--- src/hdl/epm_cfg.svh ---
/*
 * Constants for the E1 performance monitor: register offsets,
 * field positions, indirect indices, counter widths and timing.
 * Assumes it is included by bare name from design files only.
 */
`ifndef EPM_CFG_SVH
`define EPM_CFG_SVH

// Direct register offsets on the 8-bit register port
`define EPM_OFS_INDEX     8'h0e
`define EPM_OFS_RDATA     8'h0f
`define EPM_OFS_CTRL      8'hc2
`define EPM_OFS_EN_LO     8'hc3
`define EPM_OFS_EN_HI     8'hc4
`define EPM_OFS_FLAG_LO   8'hc5
`define EPM_OFS_FLAG_HI   8'hc6
`define EPM_OFS_CLR_LO    8'hc7
`define EPM_OFS_CLR_HI    8'hc8

// Control register fields
`define EPM_CTRL_MANUAL   0
`define EPM_CTRL_AUTO     1

// Index register field width and the lone sync-loss index
`define EPM_IDX_W         4
`define EPM_IDX_SYNC      4'h5

// Counter count and widths, in channel order
`define EPM_NCH           9
`define EPM_CW            16
`define EPM_W_CRC4        10
`define EPM_W_FRAMING     12
`define EPM_W_ALIGN       3
`define EPM_W_PATTERN     16
`define EPM_W_LINE        16
`define EPM_W_NAT_CRC     10
`define EPM_W_FAR_BLOCK   10
`define EPM_W_NAT_FAR     10
`define EPM_W_SYNC        5

// Auto transfer interval and clock period
`define EPM_AUTO_PERIOD_MS 1000
`define EPM_CLK_PERIOD_NS  100
`define EPM_SEC_CYCLES ((`EPM_AUTO_PERIOD_MS * 1000000) / `EPM_CLK_PERIOD_NS)
`define EPM_SEC_CNT_W      24

`endif

--- src/hdl/epm_pkg.sv ---
/*
 * Types shared by the E1 performance monitor and its bench.
 * Assumes epm_cfg.svh supplies the widths.
 */
`include "epm_cfg.svh"

package epm_pkg;

  // One error pulse per monitored event, first field is the top bit
  typedef struct packed {
    logic sync_loss;       // Loss of basic frame sync
    logic nat_far_block;   // National-bit far end block error
    logic far_block;       // Far end block error
    logic nat_crc;         // National-bit CRC error
    logic line_violation;  // Bipolar or HDB3 code violation
    logic pattern_error;   // Pattern receiver bit error
    logic align_change;    // New alignment position differs
    logic framing;         // FAS/NFAS bit or pattern error
    logic crc4;            // CRC-4 error
  } epm_events_t;

  // Register port request as one bundle
  typedef struct packed {
    logic [7:0] addr;      // Register offset
    logic [7:0] wdata;     // Write data
    logic       wr;        // Write strobe
    logic       rd;        // Read strobe
  } epm_bus_req_t;

endpackage

--- src/hdl/epm_monitor.sv ---
/*
 * E1 performance monitor: nine error counters, snapshot registers
 * read through an index/data pair, overflow flags and interrupt.
 * Assumes event inputs are one-cycle pulses synchronous to
 * core_clk_i and a register master that never needs wait states.
 */
// Overview of operation
// RULE1 - Auto bit copies counters every second
// RULE2 - Manual bit rising edge copies counters
// RULE3 - Counters clear after every transfer
// RULE4 - Event during transfer counts in new interval
// RULE5 - 4-bit index selects byte shown
// RULE6 - Overflow sets flag; enabled flag interrupts
// RULE7 - 16-bit line violation counter, indices 9/8
// RULE8 - 12-bit framing error counter, indices 3/2
// RULE9 - 10-bit CRC-4 error counter, indices 1/0
// RULE10 - 10-bit far block counter, indices D/C
// RULE11 - 3-bit alignment change counter, index 4
// RULE12 - 5-bit sync loss counter, index 5
// RULE13 - 16-bit pattern error counter, indices 7/6
// RULE14 - 10-bit national far block counter, F/E
// RULE15 - 10-bit national CRC counter, B/A
// RULE16 - Nine flags split over C6 and C5
// RULE17 - Nine enables split over C4 and C3
// RULE18 - Index written at 0E, byte read 0F
// RULE19 - Flags stick until written one; irq follows
`timescale 1ns/1ps
`include "epm_cfg.svh"

module epm_monitor #(
  parameter int unsigned SEC_CYCLES = `EPM_SEC_CYCLES  // Cycles per second
) (
  input  wire logic                core_clk_i,   // 10 MHz clock
  input  wire logic                rstn_i,       // Async reset, low
  input  wire epm_pkg::epm_bus_req_t bus_i,      // Register request
  input  wire epm_pkg::epm_events_t  events_i,   // Error pulses
  output logic [7:0]               rdata_o,      // Read data
  output logic                     irq_o,        // Interrupt level
  output logic                     transfer_o    // Snapshot taken
);

  // Channel widths in channel order (crc4 is channel 0)
  function automatic int chan_width(input int ch);
    int w;
    w = `EPM_W_SYNC;
    case (ch)
      0: w = `EPM_W_CRC4;
      1: w = `EPM_W_FRAMING;
      2: w = `EPM_W_ALIGN;
      3: w = `EPM_W_PATTERN;
      4: w = `EPM_W_LINE;
      5: w = `EPM_W_NAT_CRC;
      6: w = `EPM_W_FAR_BLOCK;
      7: w = `EPM_W_NAT_FAR;
      default: w = `EPM_W_SYNC;
    endcase
    return w;
  endfunction

  // Flat view of the event bundle, bit n feeds channel n
  logic [`EPM_NCH-1:0]   ev;
  assign ev = events_i;

  // Software visible state
  logic [`EPM_IDX_W-1:0] index_ff;     // Indirect index
  logic                  manual_ff;    // Manual trigger bit
  logic                  auto_ff;      // Auto transfer enable
  logic [`EPM_NCH-1:0]   enable_ff;    // Overflow enables
  logic [`EPM_NCH-1:0]   flag_ff;      // Sticky overflow flags
  logic [`EPM_NCH-1:0]   nxt_flag;     // Next flag value
  logic [`EPM_NCH-1:0]   clr;          // Clear-by-one mask
  logic [`EPM_NCH-1:0]   ovf;          // Overflow this cycle

  // Counters and snapshots, all held 16 bits wide
  logic [`EPM_CW-1:0]    cnt_ff  [`EPM_NCH];  // Live counts
  logic [`EPM_CW-1:0]    snap_ff [`EPM_NCH];  // Transferred counts

  // One second timer
  logic [`EPM_SEC_CNT_W-1:0] sec_cnt_ff;      // Cycle count
  logic                      sec_tick;        // Second elapsed

  // Transfer decode
  logic                  wr_ctrl;      // Control register write
  logic                  manual_rise;  // Trigger 0 to 1
  logic                  xfer;         // Copy and restart

  // Read path
  logic [7:0]            rd_mux;       // Selected read value
  logic [7:0]            ind_byte;     // Selected indirect byte

  // Register writes to the control offset
  assign wr_ctrl = bus_i.wr && (bus_i.addr == `EPM_OFS_CTRL);

  // Only a fresh 0 to 1 on the trigger starts a copy; a repeated
  // write of one is ignored until software writes zero first
  assign manual_rise = wr_ctrl && bus_i.wdata[`EPM_CTRL_MANUAL]
                       && !manual_ff;                        // [RULE2]

  // The timer only ticks while auto transfer is enabled
  assign sec_tick = auto_ff &&
                    (sec_cnt_ff == `EPM_SEC_CNT_W'(SEC_CYCLES - 1));

  // Either source copies; manual works whatever auto holds
  assign xfer = sec_tick || manual_rise;                     // [RULE1] [RULE2]

  // Index register, only the low nibble is kept
  always_ff @(posedge core_clk_i or negedge rstn_i) begin
    if (!rstn_i) begin
      index_ff <= '0;
    end else if (bus_i.wr && (bus_i.addr == `EPM_OFS_INDEX)) begin
      index_ff <= bus_i.wdata[`EPM_IDX_W-1:0];               // [RULE5] [RULE18]
    end
  end

  // Control register bits
  always_ff @(posedge core_clk_i or negedge rstn_i) begin
    if (!rstn_i) begin
      manual_ff <= 1'b0;
      auto_ff   <= 1'b0;
    end else if (wr_ctrl) begin
      manual_ff <= bus_i.wdata[`EPM_CTRL_MANUAL];
      auto_ff   <= bus_i.wdata[`EPM_CTRL_AUTO];              // [RULE1]
    end
  end

  // Enable registers: eight in the low byte, sync loss high
  always_ff @(posedge core_clk_i or negedge rstn_i) begin
    if (!rstn_i) begin
      enable_ff <= '0;
    end else if (bus_i.wr) begin
      if (bus_i.addr == `EPM_OFS_EN_LO) begin
        enable_ff[7:0] <= bus_i.wdata;                       // [RULE17]
      end else if (bus_i.addr == `EPM_OFS_EN_HI) begin
        enable_ff[8] <= bus_i.wdata[0];                      // [RULE17]
      end
    end
  end

  // One second timer; restarts on disable and after any transfer
  // so a manual copy also opens a full fresh interval
  always_ff @(posedge core_clk_i or negedge rstn_i) begin
    if (!rstn_i) begin
      sec_cnt_ff <= '0;
    end else if (!auto_ff || xfer) begin
      sec_cnt_ff <= '0;
    end else begin
      sec_cnt_ff <= sec_cnt_ff + 1'b1;                       // [RULE1]
    end
  end

  // Per-channel counter, overflow detect and snapshot
  for (genvar g = 0; g < `EPM_NCH; g++) begin : g_ch
    localparam int          W   = chan_width(g);
    localparam logic [31:0] M32 = (32'h1 << W) - 32'h1;
    localparam logic [`EPM_CW-1:0] MAX = M32[`EPM_CW-1:0];

    // Wrap at the channel's own width; a wrap during a transfer
    // cannot happen because the count restarts instead
    assign ovf[g] = ev[g] && !xfer && (cnt_ff[g] == MAX);    // [RULE6]

    // Live count; an event in the transfer cycle opens the new
    // interval at one so it is never lost
    always_ff @(posedge core_clk_i or negedge rstn_i) begin
      if (!rstn_i) begin
        cnt_ff[g] <= '0;
      end else if (xfer) begin
        cnt_ff[g] <= `EPM_CW'(ev[g]);                        // [RULE3] [RULE4]
      end else if (ev[g]) begin
        if (cnt_ff[g] == MAX) begin
          cnt_ff[g] <= '0;
        end else begin
          cnt_ff[g] <= cnt_ff[g] + 1'b1;  // [RULE7] [RULE8] [RULE9] [RULE10]
        end                               // [RULE11] [RULE12] [RULE13]
      end                                 // [RULE14] [RULE15]
    end

    // Snapshot copied on every transfer
    always_ff @(posedge core_clk_i or negedge rstn_i) begin
      if (!rstn_i) begin
        snap_ff[g] <= '0;
      end else if (xfer) begin
        snap_ff[g] <= cnt_ff[g];                             // [RULE1] [RULE2]
      end
    end
  end

  // Clear masks from the write-only clear registers
  always_comb begin
    clr = '0;
    if (bus_i.wr && (bus_i.addr == `EPM_OFS_CLR_LO)) begin
      clr[7:0] = bus_i.wdata;
    end else if (bus_i.wr && (bus_i.addr == `EPM_OFS_CLR_HI)) begin
      clr[8] = bus_i.wdata[0];
    end
  end

  // A new overflow beats a clear in the same cycle
  assign nxt_flag = (flag_ff & ~clr) | ovf;                  // [RULE19]

  // Sticky overflow flags
  always_ff @(posedge core_clk_i or negedge rstn_i) begin
    if (!rstn_i) begin
      flag_ff <= '0;
    end else begin
      flag_ff <= nxt_flag;                                   // [RULE6] [RULE19]
    end
  end

  // Interrupt level; one cycle behind the flags, registered so
  // the pin never glitches on decode
  always_ff @(posedge core_clk_i or negedge rstn_i) begin
    if (!rstn_i) begin
      irq_o <= 1'b0;
    end else begin
      irq_o <= |(flag_ff & enable_ff);                       // [RULE6] [RULE19]
    end
  end

  // Transfer pulse for the outside world, one cycle after copy
  always_ff @(posedge core_clk_i or negedge rstn_i) begin
    if (!rstn_i) begin
      transfer_o <= 1'b0;
    end else begin
      transfer_o <= xfer;
    end
  end

  // Indirect byte select: pairs map to channel index by the upper
  // three index bits; index 5 is the lone sync-loss byte
  always_comb begin
    ind_byte = '0;
    if (index_ff == `EPM_IDX_SYNC) begin
      ind_byte = snap_ff[8][7:0];                            // [RULE12]
    end else if (index_ff[0]) begin
      ind_byte = snap_ff[index_ff[3:1]][15:8];               // [RULE5]
    end else begin
      ind_byte = snap_ff[index_ff[3:1]][7:0];                // [RULE5]
    end
  end

  // Read decode; unmapped and write-only offsets read zero
  always_comb begin
    rd_mux = '0;
    if (bus_i.addr == `EPM_OFS_INDEX) begin
      rd_mux = {{(8-`EPM_IDX_W){1'b0}}, index_ff};
    end else if (bus_i.addr == `EPM_OFS_RDATA) begin
      rd_mux = ind_byte;                                     // [RULE18]
    end else if (bus_i.addr == `EPM_OFS_CTRL) begin
      rd_mux = {6'h0, auto_ff, manual_ff};
    end else if (bus_i.addr == `EPM_OFS_EN_LO) begin
      rd_mux = enable_ff[7:0];
    end else if (bus_i.addr == `EPM_OFS_EN_HI) begin
      rd_mux = {7'h0, enable_ff[8]};
    end else if (bus_i.addr == `EPM_OFS_FLAG_LO) begin
      rd_mux = flag_ff[7:0];                                 // [RULE16]
    end else if (bus_i.addr == `EPM_OFS_FLAG_HI) begin
      rd_mux = {7'h0, flag_ff[8]};                           // [RULE16]
    end
  end

  // Read data stands only in the cycle after the strobe
  always_ff @(posedge core_clk_i or negedge rstn_i) begin
    if (!rstn_i) begin
      rdata_o <= '0;
    end else if (bus_i.rd) begin
      rdata_o <= rd_mux;
    end else begin
      rdata_o <= '0;
    end
  end

endmodule

--- config.mk ---
export PLATFORM = sky130hd
export DESIGN_NAME = epm_monitor
export DESIGN_NICKNAME = d
export VERILOG_FILES = /design/src/hdl/epm_pkg.sv /design/src/hdl/epm_monitor.sv
export VERILOG_INCLUDE_DIRS = /design/src /design/src/hdl
export SDC_FILE = /design/constraint.sdc
export NUM_CORES = 1
export LEC_CHECK = 0
export BUFFER_PORTS_ARGS = -buffer_cell sky130_fd_sc_hd__buf_2
export CAP_MARGIN = 20
export CELL_PAD_IN_SITES_DETAIL_PLACEMENT = 1
export CELL_PAD_IN_SITES_GLOBAL_PLACEMENT = 1
export CORE_ASPECT_RATIO = 0.75
export CORE_UTILIZATION = 40
export DETAILED_ROUTE_END_ITERATION = 16
export HOLD_SLACK_MARGIN = 0.06
export PLACE_DENSITY = 0.69
export SKIP_LAST_GASP = 1
export SYNTH_ARGS = -nofsm -noshare
export SYNTH_HDL_FRONTEND = slang
export SYNTH_SLANG_ARGS = --single-unit
--- constraint.sdc ---
create_clock -name core_clk_i -period 2.82 [get_ports core_clk_i]
set_clock_uncertainty 0.05 [all_clocks]
set_input_delay 0.282 -clock core_clk_i [delete_from_list [all_inputs] [get_ports core_clk_i]]
set_output_delay 0.282 -clock core_clk_i [all_outputs]
set_load 0.01 [all_outputs]
* Word level (Yosys, flattened, before mapping) *
Cells that the tools add are included.
W data, S select, Z words.

storage, ports and cells
  flip-flop bits (word level) = 346
  bits of input ports = 29
  output and inout port bits = 10
  logic and storage cells = 151

cells by class
  add/subtract/negate cells = 10
  order comparisons = 1
  eq/ne operators = 20
  muxes and demuxes = 44
  bitwise operators = 6
  reduce and logical (&&, ||, !) cells = 42

operator list
  cell                     number
  $mux W16                 29
  $add A16 B1 Y16 const B  9
  $mux W8                  10
  $bmux W16 S4             1
  $eq A16 B10 Y1 const B   4
  $eq A8 B8 Y1 const B     7
  $eq A16 B16 Y1 const B   2
  $logic_and A1 B1 Y1      25
  $add A24 B1 Y24 const B  1
  $eq A24 B24 Y1 const B   1
  $mux W24                 1
  $and A9 B9 Y9            2
  $reduce_bool A2 Y1       9
  $eq A16 B12 Y1 const B   1
  $eq A16 B3 Y1 const B    1
  $eq A16 B5 Y1 const B    1
  $eq A8 B4 Y1 const B     2
  $not A9 Y9               1
  $or A9 B9 Y9             1
  $reduce_or A9 Y1         1
  $ge A4 B5 Y1 const B     1
  $eq A4 B3 Y1 const B     1
  $not A3 Y4               1
  $logic_not A1 Y1         3
  5 further kinds          8

* Logic depth before layout (Yosys ltp) *
  depth after elaboration = 9
  depth in mapped cells = 9

* Worst setup path after synthesis *
Ideal clock, no wire load.

  path kind = register to register
  from = register sec_cnt_ff[8]
  to = register cnt_ff[30] (netlist name)
  arrival = 1.988 ns
  data required time = 2.647 ns
  setup slack = 0.659 ns
  cell stages (with the launch flop) = 8
  path buffers = 3
  clock period less this slack = 2.161 ns
  cells stage by stage = dfrtp_1 or4_1 nor4_1 a31o_1 buf_2 buf_2 buf_2 nor2_1

on the way
  word-level cells in the longest chain between the ends = 4

RTL lines
  item                                                   RTL line            source
  from (decl)                                            epm_monitor.sv:79   logic [`EPM_SEC_CNT_W-1:0] sec_cnt_ff;
  from (signal assigned)                                 epm_monitor.sv:147  sec_cnt_ff <= sec_cnt_ff + 1'b1;
  $eq A24 B24 Y1 *                                       epm_monitor.sv:101  (sec_cnt_ff == `EPM_SEC_CNT_W'(SEC_CYCLES - 1));
  $logic_and A1 B1 Y1 *                                  epm_monitor.sv:100  assign sec_tick = auto_ff &&
  $logic_or A1 B1 Y1 *                                   epm_monitor.sv:104  assign xfer = sec_tick || manual_rise;
  $mux W16 / $reduce_bool A2 Y1 (equally long branches)  n/a
  to (signal, indexed assignment)                        epm_monitor.sv:167  cnt_ff[g] <= `EPM_CW'(ev[g]);
  to (signal, indexed assignment)                        epm_monitor.sv:172  cnt_ff[g] <= cnt_ff[g] + 1'b1;
  to (decl)                                              epm_monitor.sv:75   logic [`EPM_CW-1:0] cnt_ff [`EPM_NCH];

Mark *: on every way between the ends. The rest lies on a longest branch, timed or not.
A chain may end at the register's enable or synchronous reset.

* Worst setup path in the final report *
  from = register sec_cnt_ff[8]
  to = register snap_ff[2] (netlist name)

on the way
  word-level cells in the longest chain between the ends = 3

RTL lines
  item                             RTL line            source
  $eq A24 B24 Y1                   epm_monitor.sv:101
  $logic_and A1 B1 Y1              epm_monitor.sv:100
  $logic_or A1 B1 Y1               epm_monitor.sv:104
  to (signal, indexed assignment)  epm_monitor.sv:182  snap_ff[g] <= cnt_ff[g];
  to (decl)                        epm_monitor.sv:76   logic [`EPM_CW-1:0] snap_ff [`EPM_NCH];

No other way between the ends.

==> reports/results.tsv <==
stage	metric	value	unit
run_status	status	completed	
cells_and_area	fin_nets	1928	
placement	gp_congestion	0.890	
worst_setup_path	cp_max_fo	81	
power	internal-power	8.64	mW
die	start_util	0.411	
power	switchingPower	3.32	mW
synthesis	ys_seq_area_frac	0.503	
global_route	grt_overflow	0	
worst_setup_path	worst_path_max_delay_cell	or4_1	
synthesis	synth_common_cells	nand2_1 (475), dfrtp_1 (330), nor2_1 (211)	
die	num_rows	63	
synthesis	ys_types	57	
worst_setup_path	crit_top_cell	nand2_1	
cts	clk_latency	0.53	ns
routing	drcViolationCount	0	
worst_setup_path	startpoint_type	flip-flop	
synthesis	synth_async_sr_flop_share	1.00	
worst_setup_path	crit_type	reg2reg	
power	power_frac_seq	0.484	
power	powerDensity	637	nW/um^2
placement	io_buffers	38	
routing	ant_nets	0	
power	power_frac_comb	0.095	
die	die_area	41900	sq um
die	die_w	236	microns
synthesis	synth_edf_count	0	
synthesis	post-synth-top-area-cell	dfrtp_1	
worst_setup_path	path_cells	or4_1, nor4_1, a31oi_4, buf_12, buf_4, nand2_1, nand2_1	
timing	fin_crit	2.62	ns
timing	maxSlewViolCount	0	
synthesis	synthMostInstantiatedCell	nand2_1	
global_route	grt_antenna_before_repair	0	
synthesis	yosysWarnings	0	
placement	dp_hpwl	35000	microns
routing	routed_wl	49600	microns
synthesis	synth.avg_cell_area	8.91	sq um
placement	placed_cells	2356	
cts	cts_max_level	2	
cts	path_clk_slew	0.06	ns
timing	fmax	0.382	GHz
timing	tns	0	ns
routing	vias	13781	
power	peakVddDrop	0.379	mV
timing	tightest_slew	0.942	ns
routing	via_per_inst	5.66	
synthesis	synthesis.area	16400	sq um
die	ioPinCount	39	
cells_and_area	finalNonFillerCells	2434	
routing	avgRoutedWirePerCell	20.4	microns
cts	cts_setup_buffers	0	
min_path	hold_depth	2	
synthesis	synth_flop_cell	dfrtp_1	
power	p_leak	8.75	nW
routing	first_pass_iters	5	
cts	cts_hold_buf	14	
worst_setup_path	worstRegToRegCells	7	
global_route	grt_max_degree	82	
worst_setup_path	cp_data_arrival_time	2.98	ns
cts	cts_sinks	330	
timing	hold_viol	0	
cts	cts_made_buffers	37	
global_route	grt_first_pass_wirelength	80900	microns
cells_and_area	drive_gt1_frac	0.104	
synthesis	syn_nets	1883	
worst_setup_path	cp_num_cells	7	
cells_and_area	area_growth	14.4	%
synthesis	netlist_instances	1844	
die	die_height	178	microns
synthesis	synth_seq_cells	330	
min_path	holdCritPathClass	in2reg	
synthesis	synth_top_area_frac	0.503	
worst_setup_path	max_stage_delay	0.57	ns
synthesis	netlist_top_cells_area	dfrtp_1 (50%), nand2_1 (11%), nor2_1 (4.8%), o21ai_0 (3.2%), mux4_2 (2.9%)	
power	clock_power_share	0.421	
die	core_area	40000	sq um
cts	cts_buffer_depth	3	
timing	slew_headroom	0.369	
flow_run	max-cap-violations	0	
global_route	grt_pass1_vias	14148	
routing	drtIter0Drc	1098	
worst_setup_path	end_kind	flip-flop	
cts	cts_root_buf	clkbuf_16	
global_route	grt_usage	0.243	
worst_setup_path	worstPathRequired	3.18	ns
worst_setup_path	path_delay_family	simple AND/OR/NAND/NOR gates	
timing	finalSetupViolations	0	
worst_setup_path	cp.buffers_inverters	2	
timing	rsz0062_at_grt	false	
cts	cts_tree	yes	
timing	min_period_over_period	0.928	
cells_and_area	antennaDiodeCount	0	
power	swShare	0.278	
cts	cts_resized	0	
metal layers:
metal  part of all wire  vias up  global-route usage
li1                   -     6414                   -
met1               0.49     7038               0.361
met2               0.44      272               0.374
met3              0.047       57              0.0404
met4              0.015        0              0.0479
met5                  0        -                   0
cell families (layout without fill, tap and decap cells):
family / count (synthesis) / after routing / synth area share
AO/OA/AOI/OAI: 261 / 261 / 0.0929
XOR/XNOR: 71 / 71 / 0.0379
adder cells (fa/ha/maj): 10 / 10 / 0.00762
buffers and inverters: 118 / 188 / 0.0315
flip-flops: 330 / 330 / 0.503
multiplexers: 49 / 49 / 0.0476
AND/OR/NAND/NOR: 1005 / 1005 / 0.280
final timing paths:
kind	slack (ns)	startpoint	to
max	0.20	sec_cnt_ff[8]	snap_ff[2]
min	0.13	events_i[5]	cnt_ff[48]
max reg2reg	0.20	sec_cnt_ff[8]	snap_ff[2]
min reg2reg	0.42	snap_ff[133]	snap_ff[133]
max in group asynchronous	1.73	rstn_i	cnt_ff[59]
min in group asynchronous	0.26	rstn_i	sec_cnt_ff[7]
power groups by stage:
stage	Combinational (mW)	Sequential [mW]	Clock [mW]
2_1_floorplan	0.821	5.57	0
3_3_place_gp	1.07	5.84	0
3_5_place_dp	1.13	5.85	0
4_1_cts	1.15	5.78	5.17
5_1_grt	1.31	5.86	5.33
6_report	1.14	5.79	5.04
through the flow:
step                power [mW]  hold WS (ns)  setup slack [ns]   util  area, sq um
floorplan                 6.39       -0.0636             0.659      -        16400
global placement          6.91         0.235             0.241  0.435        17400
detailed placement        6.98         0.237             0.263  0.435        17400
CTS                       12.1        0.0928             0.243  0.470        18800
global route              12.5         0.126            0.0685  0.470        18800
finish                    12.0         0.131             0.204  0.470        18800
sequential cells by signal (all words and copies together), names as in the netlist:
signal	flops
enable_ff	9
cnt_ff	144
flag_ff	9
rdata_o	8
auto_ff	1
manual_ff	1
sec_cnt_ff	24
irq_o	1
transfer_o	1
index_ff	4
snap_ff	128
area by class of cell:
class | count | area, sq um
clock buffers | 55 | 1130
clock inverters | 9 | 120
fillers | 4638 | 21200
inverters | 23 | 86.3
multi-input cells | 1396 | 7680
flip-flops and latches | 330 | 8260
well taps | 520 | 651
repair buffers | 101 | 858
worst reg2reg max path: cells and delay by family, from the launching register on:
kind                   cells  cell delay, ns
AO/OA/AOI/OAI              1            0.18
buffers and inverters      2            0.62
flip-flops                 1            0.44
AND/OR/NAND/NOR            4            1.22
placed cells by master, fill, tap and decap left out, types with 5 or more instances in the layout:
cell,instances
nand2_1,475
xor2_1,51
and3_1,43
a211oi_1,7
or4_1,6
and4_1,15
a21oi_1,78
ha_1,10
buf_2,37
o22ai_1,8
clkbuf_8,14
nor2_1,211
nand4_1,38
dfrtp_1,329
nor3b_1,17
nor2b_1,21
mux4_2,21
a22oi_1,22
nand3b_1,16
o21ai_0,105
nor4_1,20
or3_1,13
nand3_1,60
nand2b_1,13
mux2i_1,5
buf_4,37
buf_12,12
clkinv_2,6
clkbuf_16,37
xnor2_1,20
a221oi_1,5
mux2_2,23
nor3_1,34
inv_1,23
dlygate4sd3_1,14
a2111oi_0,8
Note: power is estimated with default switching activity, not from simulation.
